--- src/msz_pkg.sv ---
// Package for the memory size switching registers: map, fields, resets, codes, carriers
package msz_pkg;

    // Register addresses on the CPU memory bus
    localparam logic [15:0] MSZ_ADDR_ROM_RAM = 16'hfff0;
    localparam logic [15:0] MSZ_ADDR_EXP_RAM = 16'hfff4;

    // Values after reset
    localparam logic [7:0] MSZ_RST_ROM_RAM = 8'hcf;
    localparam logic [7:0] MSZ_RST_EXP_RAM = 8'h0c;

    // Writable bit masks; other positions are fixed at zero
    localparam logic [7:0] MSZ_MASK_ROM_RAM = 8'hef;
    localparam logic [7:0] MSZ_MASK_EXP_RAM = 8'h1f;

    // Field positions
    localparam int MSZ_HS_LSB   = 5;
    localparam int MSZ_HS_MSB   = 7;
    localparam int MSZ_CODE_LSB = 0;
    localparam int MSZ_CODE_MSB = 3;
    localparam int MSZ_EXP_LSB  = 0;
    localparam int MSZ_EXP_MSB  = 4;

    // High-speed RAM code
    localparam logic [2:0] MSZ_HS_1K = 3'h6;

    // Code store size codes
    localparam logic [3:0] MSZ_ROM_32K = 4'h8;
    localparam logic [3:0] MSZ_ROM_48K = 4'hc;
    localparam logic [3:0] MSZ_ROM_60K = 4'hf;

    // Expansion RAM codes
    localparam logic [4:0] MSZ_EXP_0    = 5'h0c;
    localparam logic [4:0] MSZ_EXP_1K   = 5'h0a;
    localparam logic [4:0] MSZ_EXP_2K   = 5'h08;
    localparam logic [4:0] MSZ_EXP_4K   = 5'h04;
    localparam logic [4:0] MSZ_EXP_6K   = 5'h00;

    // Capacities in bytes
    localparam logic [16:0] MSZ_BYTES_0   = 17'h00000;
    localparam logic [16:0] MSZ_BYTES_1K  = 17'h00400;
    localparam logic [16:0] MSZ_BYTES_2K  = 17'h00800;
    localparam logic [16:0] MSZ_BYTES_4K  = 17'h01000;
    localparam logic [16:0] MSZ_BYTES_6K  = 17'h01800;
    localparam logic [16:0] MSZ_BYTES_32K = 17'h08000;
    localparam logic [16:0] MSZ_BYTES_48K = 17'h0c000;
    localparam logic [16:0] MSZ_BYTES_60K = 17'h0f000;

    // CPU byte access carrier
    typedef struct packed {
        logic        wr;    // One-cycle byte write strobe
        logic        rd;    // One-cycle byte read strobe
        logic [15:0] addr;  // Memory address
        logic [7:0]  wdata; // Write byte
    } msz_bus_s;

    // Decoded capacities, with a legal flag per field
    typedef struct packed {
        logic [16:0] rom_bytes;
        logic        rom_ok;
        logic [16:0] hs_bytes;
        logic        hs_ok;
        logic [16:0] exp_bytes;
        logic        exp_ok;
    } msz_caps_s;

endpackage : msz_pkg

--- src/msz_decode.sv ---
// Combinational decode of the two size registers into byte capacities
`timescale 1ns/1ps
module msz_decode (
    // Register contents
    input  wire logic [7:0]        i_rom_ram,
    input  wire logic [7:0]        i_exp_ram,
    // Decoded capacities
    output msz_pkg::msz_caps_s     o_caps
);
    import msz_pkg::*;

    // Decode every field; illegal codes report zero bytes and clear ok
    always_comb begin
        o_caps = '0;
        // High-speed RAM field
        if (i_rom_ram[MSZ_HS_MSB:MSZ_HS_LSB] == MSZ_HS_1K) begin
            o_caps.hs_bytes = MSZ_BYTES_1K;
            o_caps.hs_ok    = 1'b1;
        end
        // Code store field
        unique case (i_rom_ram[MSZ_CODE_MSB:MSZ_CODE_LSB])
            MSZ_ROM_32K: begin
                o_caps.rom_bytes = MSZ_BYTES_32K;
                o_caps.rom_ok    = 1'b1;
            end
            MSZ_ROM_48K: begin
                o_caps.rom_bytes = MSZ_BYTES_48K;
                o_caps.rom_ok    = 1'b1;
            end
            MSZ_ROM_60K: begin
                o_caps.rom_bytes = MSZ_BYTES_60K;
                o_caps.rom_ok    = 1'b1;
            end
            default: begin
                // Prohibited code, no capacity claimed
                o_caps.rom_ok = 1'b0;
            end
        endcase
        // Expansion RAM field
        unique case (i_exp_ram[MSZ_EXP_MSB:MSZ_EXP_LSB])
            MSZ_EXP_0: begin
                o_caps.exp_bytes = MSZ_BYTES_0;
                o_caps.exp_ok    = 1'b1;
            end
            MSZ_EXP_1K: begin
                o_caps.exp_bytes = MSZ_BYTES_1K;
                o_caps.exp_ok    = 1'b1;
            end
            MSZ_EXP_2K: begin
                o_caps.exp_bytes = MSZ_BYTES_2K;
                o_caps.exp_ok    = 1'b1;
            end
            MSZ_EXP_4K: begin
                o_caps.exp_bytes = MSZ_BYTES_4K;
                o_caps.exp_ok    = 1'b1;
            end
            MSZ_EXP_6K: begin
                o_caps.exp_bytes = MSZ_BYTES_6K;
                o_caps.exp_ok    = 1'b1;
            end
            default: begin
                // Prohibited code
                o_caps.exp_ok = 1'b0;
            end
        endcase
    end

endmodule : msz_decode

--- src/msz_regs.sv ---
// Memory size switching register bank: two byte registers and decoded capacities
`timescale 1ns/1ps
module msz_regs (
    // Clock and reset
    input  wire logic                i_clk_sys,
    input  wire logic                i_rst_n,
    // CPU byte access
    input  wire msz_pkg::msz_bus_s   i_bus,
    // Read answer
    output logic [7:0]               o_rdata,
    output logic                     o_rvalid,
    // Register contents
    output logic [7:0]               o_rom_ram_size_select,
    output logic [7:0]               o_expansion_ram_size_select,
    // Decoded capacities for address decode
    output msz_pkg::msz_caps_s       o_caps
);
    import msz_pkg::*;

    // All state of the block except the reset synchroniser in one record
    typedef struct packed {
        logic [7:0]  rom_ram;   // rom_ram_size_select
        logic [7:0]  exp_ram;   // expansion_ram_size_select
        logic [7:0]  rdata;     // Read data
        logic        rvalid;    // Read answer strobe
        msz_caps_s   caps;      // Registered capacities
    } msz_state_s;

    msz_state_s state_r;   // Registered state
    msz_state_s state_nxt; // Next state
    msz_caps_s  caps_now;  // Decode of the next register values
    logic [1:0] rst_sync_r; // Reset release synchroniser, kept apart so one process drives it
    logic       rst_n;     // Synchronised reset
    logic       hit_rr;    // Access to ROM/RAM register
    logic       hit_xr;    // Access to expansion register

    // Synchronised reset: asserted asynchronously, released after two edges
    always_ff @(posedge i_clk_sys or negedge i_rst_n) begin
        if (!i_rst_n) begin
            rst_sync_r <= 2'b00;
        end else begin
            rst_sync_r <= {rst_sync_r[0], 1'b1};
        end
    end
    assign rst_n = rst_sync_r[1];

    // Address decode, full 16-bit match
    assign hit_rr = (i_bus.addr == MSZ_ADDR_ROM_RAM);
    assign hit_xr = (i_bus.addr == MSZ_ADDR_EXP_RAM);

    // Decode of the values that will be registered, so outputs stay aligned
    msz_decode u_decode (
        .i_rom_ram (state_nxt.rom_ram),
        .i_exp_ram (state_nxt.exp_ram),
        .o_caps    (caps_now)
    );

    // Next-state logic
    always_comb begin
        state_nxt          = state_r;
        state_nxt.rvalid   = 1'b0;
        state_nxt.rdata    = 8'h00;
        // Whole-byte writes; fixed-zero bits masked so they never store
        if (i_bus.wr && hit_rr) begin
            state_nxt.rom_ram = i_bus.wdata & MSZ_MASK_ROM_RAM;
        end
        if (i_bus.wr && hit_xr) begin
            state_nxt.exp_ram = i_bus.wdata & MSZ_MASK_EXP_RAM;
        end
        // Reads answer one cycle later; unmapped addresses read zero
        if (i_bus.rd) begin
            state_nxt.rvalid = 1'b1;
            if (hit_rr) begin
                state_nxt.rdata = state_r.rom_ram & MSZ_MASK_ROM_RAM;
            end else if (hit_xr) begin
                state_nxt.rdata = state_r.exp_ram & MSZ_MASK_EXP_RAM;
            end
        end
        // Capacities follow the stored codes
        state_nxt.caps = caps_now;
    end

    // State register; reset values are constants
    always_ff @(posedge i_clk_sys or negedge rst_n) begin
        if (!rst_n) begin
            state_r.rom_ram <= MSZ_RST_ROM_RAM;
            state_r.exp_ram <= MSZ_RST_EXP_RAM;
            state_r.rdata   <= 8'h00;
            state_r.rvalid  <= 1'b0;
            // Decode of the reset values: 60 KB, 1 KB, 0 bytes
            state_r.caps    <= '{rom_bytes: MSZ_BYTES_60K, rom_ok: 1'b1,
                                 hs_bytes:  MSZ_BYTES_1K,  hs_ok:  1'b1,
                                 exp_bytes: MSZ_BYTES_0,   exp_ok: 1'b1};
        end else begin
            state_r.rom_ram <= state_nxt.rom_ram;
            state_r.exp_ram <= state_nxt.exp_ram;
            state_r.rdata   <= state_nxt.rdata;
            state_r.rvalid  <= state_nxt.rvalid;
            state_r.caps    <= state_nxt.caps;
        end
    end

    // Outputs straight from flip-flops
    assign o_rom_ram_size_select       = state_r.rom_ram;
    assign o_expansion_ram_size_select = state_r.exp_ram;
    assign o_rdata                     = state_r.rdata;
    assign o_rvalid                    = state_r.rvalid;
    assign o_caps                      = state_r.caps;

    // Assertions
    property p_rr_write;
        @(posedge i_clk_sys) disable iff (!rst_n)
        (i_bus.wr && hit_rr) |=> (state_r.rom_ram == ($past(i_bus.wdata) & 8'hef));
    endproperty
    a_rr_write: assert property (p_rr_write) else $error("rom/ram write not stored");

    property p_xr_write;
        @(posedge i_clk_sys) disable iff (!rst_n)
        (i_bus.wr && hit_xr) |=> (state_r.exp_ram == ($past(i_bus.wdata) & 8'h1f));
    endproperty
    a_xr_write: assert property (p_xr_write) else $error("expansion write not stored");

    property p_rst_vals;
        @(posedge i_clk_sys) $rose(rst_n) |-> (state_r.rom_ram == 8'hcf && state_r.exp_ram == 8'h0c);
    endproperty
    a_rst_vals: assert property (p_rst_vals) else $error("wrong reset values");

    property p_rr_read;
        @(posedge i_clk_sys) disable iff (!rst_n)
        (i_bus.rd && hit_rr && !i_bus.wr) |=> (o_rvalid && o_rdata == $past(state_r.rom_ram));
    endproperty
    a_rr_read: assert property (p_rr_read) else $error("rom/ram read wrong");

    property p_xr_read;
        @(posedge i_clk_sys) disable iff (!rst_n)
        (i_bus.rd && hit_xr) |=> (o_rvalid && o_rdata == $past(state_r.exp_ram));
    endproperty
    a_xr_read: assert property (p_xr_read) else $error("expansion read wrong");

    property p_zero_bits;
        @(posedge i_clk_sys) disable iff (!rst_n)
        (state_r.rom_ram[4] == 1'b0) && (state_r.exp_ram[7:5] == 3'b000);
    endproperty
    a_zero_bits: assert property (p_zero_bits) else $error("fixed-zero bit set");

    property p_rom_cap;
        @(posedge i_clk_sys) disable iff (!rst_n)
        (state_r.rom_ram[3:0] == 4'hc) |-> (o_caps.rom_bytes == 17'h0c000 && o_caps.rom_ok);
    endproperty
    a_rom_cap: assert property (p_rom_cap) else $error("48 KB decode wrong");

    property p_exp_cap;
        @(posedge i_clk_sys) disable iff (!rst_n)
        (state_r.exp_ram[4:0] == 5'h00) |-> (o_caps.exp_bytes == 17'h01800 && o_caps.exp_ok);
    endproperty
    a_exp_cap: assert property (p_exp_cap) else $error("6144 byte decode wrong");

    property p_hs_cap;
        @(posedge i_clk_sys) disable iff (!rst_n)
        (state_r.rom_ram[7:5] != 3'b110) |-> (!o_caps.hs_ok && o_caps.hs_bytes == 17'h0);
    endproperty
    a_hs_cap: assert property (p_hs_cap) else $error("prohibited ram code accepted");

    property p_unmapped;
        @(posedge i_clk_sys) disable iff (!rst_n)
        (i_bus.rd && !hit_rr && !hit_xr) |=> (o_rvalid && o_rdata == 8'h00);
    endproperty
    a_unmapped: assert property (p_unmapped) else $error("unmapped read not zero");

    property p_cov_rr;
        @(posedge i_clk_sys) disable iff (!rst_n) i_bus.wr && hit_rr;
    endproperty
    c_cov_rr: cover property (p_cov_rr);

    property p_cov_xr;
        @(posedge i_clk_sys) disable iff (!rst_n) i_bus.wr && hit_xr;
    endproperty
    c_cov_xr: cover property (p_cov_xr);

    property p_cov_bad;
        @(posedge i_clk_sys) disable iff (!rst_n) !o_caps.rom_ok;
    endproperty
    c_cov_bad: cover property (p_cov_bad);

endmodule : msz_regs

--- config.mk ---
export PLATFORM = sky130hd
export DESIGN_NAME = msz_regs
export DESIGN_NICKNAME = d
export VERILOG_FILES = /design/src/msz_pkg.sv /design/src/msz_decode.sv /design/src/msz_regs.sv
export SDC_FILE = /design/constraint.sdc
export NUM_CORES = 1
export LEC_CHECK = 0
export BUFFER_PORTS_ARGS = -buffer_cell sky130_fd_sc_hd__buf_4
export CORE_ASPECT_RATIO = 1.25
export CORE_MARGIN = 5
export CORE_UTILIZATION = 39
export CTS_CLUSTER_SIZE = 25
export DETAILED_ROUTE_END_ITERATION = 8
export GPL_TIMING_DRIVEN = 0
export PLACE_DENSITY = 0.76
export SLEW_MARGIN = 0
export SYNTH_ARGS = -nofsm -noshare
export SYNTH_HDL_FRONTEND = slang
export SYNTH_SLANG_ARGS = --single-unit
--- constraint.sdc ---
create_clock -name i_clk_sys -period 0.9 [get_ports i_clk_sys]
set_input_delay 0.09 -clock i_clk_sys [delete_from_list [all_inputs] [get_ports i_clk_sys]]
set_output_delay 0.09 -clock i_clk_sys [all_outputs]
set_load 0.02 [all_outputs]
; After elaboration in Yosys (flattened, before gate mapping)
; Index checks and enable logic that the tools add are counted.
; Widths: inputs -> output; s select.
[classes]
n_eq_ne = 10
muxes = 10
reduce_logical = 5
[op_table]
columns = operator, count
row1 = $pmux 13 s4, 1
row2 = $pmux 16 s3, 1
row3 = $eq 16x16->1 const B, 2
row4 = $mux 8, 2
row5 = $eq 5x4->1 const B, 3
row6 = $eq 4x4->1 const B, 3
row7 = $mux 12, 1
row8 = $mux 5, 2
row9 = $mux 9, 1
row10 = $eq 5x3->1 const B, 1
row11 = $logic_not 5->1, 1
row12 = $reduce_or 5->1, 1
row13 = $eq 3x3->1 const B, 1
row14 = $reduce_or 3->1, 1
row15 = $logic_and 1x1->1, 2
row16 = $mux 1, 2
[word_totals]
ff_bits = 77
out_inout_bits = 79
wordCells = 36

; Depth between registers and ports, before layout
[depth]
depth_word = 6
ltp_mapped = 5
ltp_nobuf = 4

; Modules after synthesis
; A second synthesis with hierarchy kept.
[unflattened]
hier_cells = 176
hier_area_um2 = 2820.2
[by_module_without_submodules]
columns = module, instances, cells_per_inst, area_each_um2, seq_area_each_um2
row1 = msz_regs, 1, 117, 2372.3, 2047.0
row2 = msz_decode, 1, 59, 447.9, 0.0

; Worst setup path before layout
; OpenSTA, ideal clock, no wires.
[synth_path]
path_kind = input-to-reg
from = in i_bus[11] (netlist bit)
to = reg state_r (netlist bit o_rom_ram_size_select[5])
arrival_time_ns = 1.410
required_time_ns = 0.775
setup_slack_ns = -0.635
cell_stages = 5
path_buffers = 1
path_cell_list = or4b_4 -> nor4_4 -> nand3b_2 -> buf_6 -> mux2_4
[synth_rtl]
columns = item, line_no
row1 = start: declaration, msz_regs.sv:8  ; input wire msz_pkg::msz_bus_s i_bus,
row2 = end: declaration, msz_regs.sv:29  ; msz_state_s state_r;

==> results.py <==
metrics = {
    "critical_path": {
        "crit_start": "i_bus[11]",
        "slowest_delay_ns": 0.55,
        "arrival_ns": 1.59,
        "cpMaxStageDelayCell": "or4b_4",
        "path_class": "input port to register",
        "crit_chain": "buf_6, or4b_4, nor4_4, buf_4, nand3_4, mux2_4",
        "reg2reg_from": "o_expansion_ram_size_select[2]$_DFF_PN1_",
        "cp_max_fo": 5,
        "crit_required_ns": 1.07,
        "start_kind": "input port",
        "cp-end-kind": "register",
    },
    "power_and_ir_drop": {
        "p_leak_nw": 1.50,
        "total_power_mw": 3.05,
        "peakVddDrop_uv": 650,
        "power.density_nw_per_um2": 1060,
    },
    "yosys": {
        "yosys_warnings": 0,
        "synthCells": 155,
        "synth_area_um2": 1790,
        "synth_seq_cells": 32,
        "synth_edf_count": 0,
        "ys_top_cells_by_count": "buf_4 (49), dfrtp_1 (18), dfstp_2 (14), mux2_2 (10), mux2i_1 (10)",
        "avgSynthCellArea_um2": 11.6,
        "synthTopCellsByArea": "dfrtp_1 (25%), buf_4 (21%), dfstp_2 (21%)",
        "synth_top_cell_area_share": 0.252,
        "yosysTopAreaCell": "dfrtp_1",
        "synthArstFlopShare": 1.00,
        "yosys.cell_types.count": 27,
        "synth.yosys.seq_area_share": 0.457,
        "synth.most_common_cell": "buf_4",
        "synth_flop_cell": "dfrtp_1",
    },
    "cts": {
        "h-tree-depth": 2,
        "cts_root_buf": "clkbuf_8",
        "cts_tree": "done",
        "clkTransAtPathRegs_ns": 0.07,
        "cts_sinks": 32,
        "clk_path_buf_depth": 2,
        "clkLatencyLatePin_ns": 0.28,
        "cts_buffers": 5,
    },
    "timing": {
        "setup_viol": 48,
        "fin_hold_ws_ns": 0.0505,
        "worst_slack_ns": -0.522,
        "relSlewSlack": 0.585,
        "rsz0062_at_grt": "true",
        "min_period_over_period": 1.58,
        "final-hold-violation-count": 0,
        "clock_skew_ns": 0.00629,
        "drv_slew": 0,
        "tightest_slew_ns": 0.623,
        "period_needed_ns": 1.42,
        "fmax_mhz": 703,
        "tns_ns": -14.15,
    },
    "floorplan": {
        "rows": 27,
        "coreArea_um2": 4430,
        "die_w_um": 70.6,
        "dieArea_um2": 6050,
        "ios": 107,
        "initial_core_util": 0.405,
        "die_h_um": 85.8,
    },
    "routing": {
        "drt_iter0_markers": 42,
        "drt_first_pass_iters": 4,
        "wirelength_um": 4140,
        "final_antenna_net_count": 0,
        "vias": 1398,
        "viasPerCell": 4.10,
        "drc": 0,
        "wl_per_cell_um": 12.1,
    },
    "place": {
        "place_ws_ns": -0.865,
        "io_buffer_count": 56,
        "hpwl_um": 3080,
        "placed_cells": 315,
        "gp_congestion": 0.706,
    },
    "global_route": {
        "antenna_found_initial": 0,
        "overflow": 0,
        "grt_pass1_wl_um": 6570,
        "grt_pass1_vias": 1479,
        "grt_util_all_layers": 0.135,
        "grt_max_degree": 31,
    },
    "min_path": {
        "hp-start": "i_bus[5]",
        "holdCritPathClass": "input port to register",
    },
    "layout": {
        "syn2layout_area_growth_pct": 59.8,
        "finalNonFillerCells": 341,
        "antenna_cells": 0,
        "drive_above_1_share": 0.601,
        "nNetsFinal": 310,
        "n_fill_cell": 380,
    },
    "run": {
        "drv_cap": 0,
    },
    "status": {
        "outcome": "finished, violations left",
        "violations": "negative setup slack",
    },
}
## timing repair
action / 4_1_cts / 5_1_grt
setup buffers: 13 / 2
gates cloned: 1 / 0
endpoints found under the setup margin: 54 / 59
hold buffers: 2 / 0
resized for setup: 33 / 14
endpoints found under the hold margin: 3 / 0
pin swaps: 2 / 2
## path summary, 6_finish.rpt
check | cells past startpoint | slack, ns | endpoint
max in group asynchronous | 0 | 0.32 | o_expansion_ram_size_select[3]$_DFF_PN1_
min | 2 | 0.05 | o_rom_ram_size_select[5]$_DFF_PN0_
max | 6 | -0.52 | o_expansion_ram_size_select[0]$_DFF_PN0_
min reg2reg | 0 | 0.26 | o_caps[11]$_DFF_PN0_
min in group asynchronous | 2 | 0.12 | rst_sync_r[1]$_DFF_PN0_
max reg2reg | 3 | -0.21 | o_caps[0]$_DFF_PN1_
## placed cells by master, fill, tap and decap left out
cell type      instances
nand4_1                4
nand3_1                5
buf_4                 84
dfrtp_2                1
nand3_4                1
mux2_2                 9
nand4b_1               1
or4b_4                 1
dlygate4sd3_1          2
clkbuf_1               5
or4b_2                 1
xnor2_1                2
clkinv_2               1
nand2_2                1
nor3b_2                1
nand3_2                1
clkbuf_8               5
dfstp_2               14
buf_6                 37
nand2b_1               2
a211oi_1               1
nand3b_2               1
a21boi_0               1
conb_1                48
o21ai_0                2
mux2i_1               10
dfrtp_4                1
nor4_4                 2
dfrtp_1               16
nor2_2                 3
nand2_1                3
nor4_1                 4
mux2_4                 6
nor3b_1                2
nor2_1                 3
nand3b_1               2
## layout make-up
cell class	instances	area, um^2	area share
well taps	58	72.6	0.0254
plain buffers	53	398	0.139
clock inverters	1	5.00	0.00175
flip-flops and latches	32	823	0.288
repair buffers	73	681	0.238
multi-input cells	117	806	0.282
clock buffers	7	76.3	0.0267
## metrics by stage
stage	cell area, um^2	util
floorplan	1960	-
global placement	2460	0.555
detailed placement	2460	0.555
CTS	2800	0.632
global route	2860	0.647
finish	2860	0.647
## flip-flops by register name, indices dropped and copies added (netlist names)
name,count
o_rdata,8
o_caps,9
o_rom_ram_size_select,7
o_expansion_ram_size_select,5
o_rvalid,1
rst_sync_r,2
## power by group
part,total [mW],switching [mW],internal [mW]
sequential,1.48,0.0267,1.45
combinational,0.525,0.281,0.244
clock,1.04,0.501,0.541
## critical path, delay by kind of cell
family	cells	cell delay, ns
AND/OR/NAND/NOR	3	0.87
multiplexers	1	0.35
buffers and inverters	2	0.28
## cells by family after synthesis
| kind of cell | synth area share |
|---|---|
| XOR/XNOR | 0.00979 |
| multiplexers | 0.161 |
| other | 0.00419 |
| AND/OR/NAND/NOR | 0.136 |
| buffers and inverters | 0.218 |
| flip-flops | 0.457 |
| AO/OA/AOI/OAI | 0.0140 |
## per-layer routing
layer	up-vias	global-route usage	wire, um
li1	691	-	-
met5	-	0	0
met1	638	0.151	1510
met2	64	0.240	2190
met3	5	0.0492	382
met4	0	0.0410	50
No activity file was read; power rests on OpenSTA's default activity.
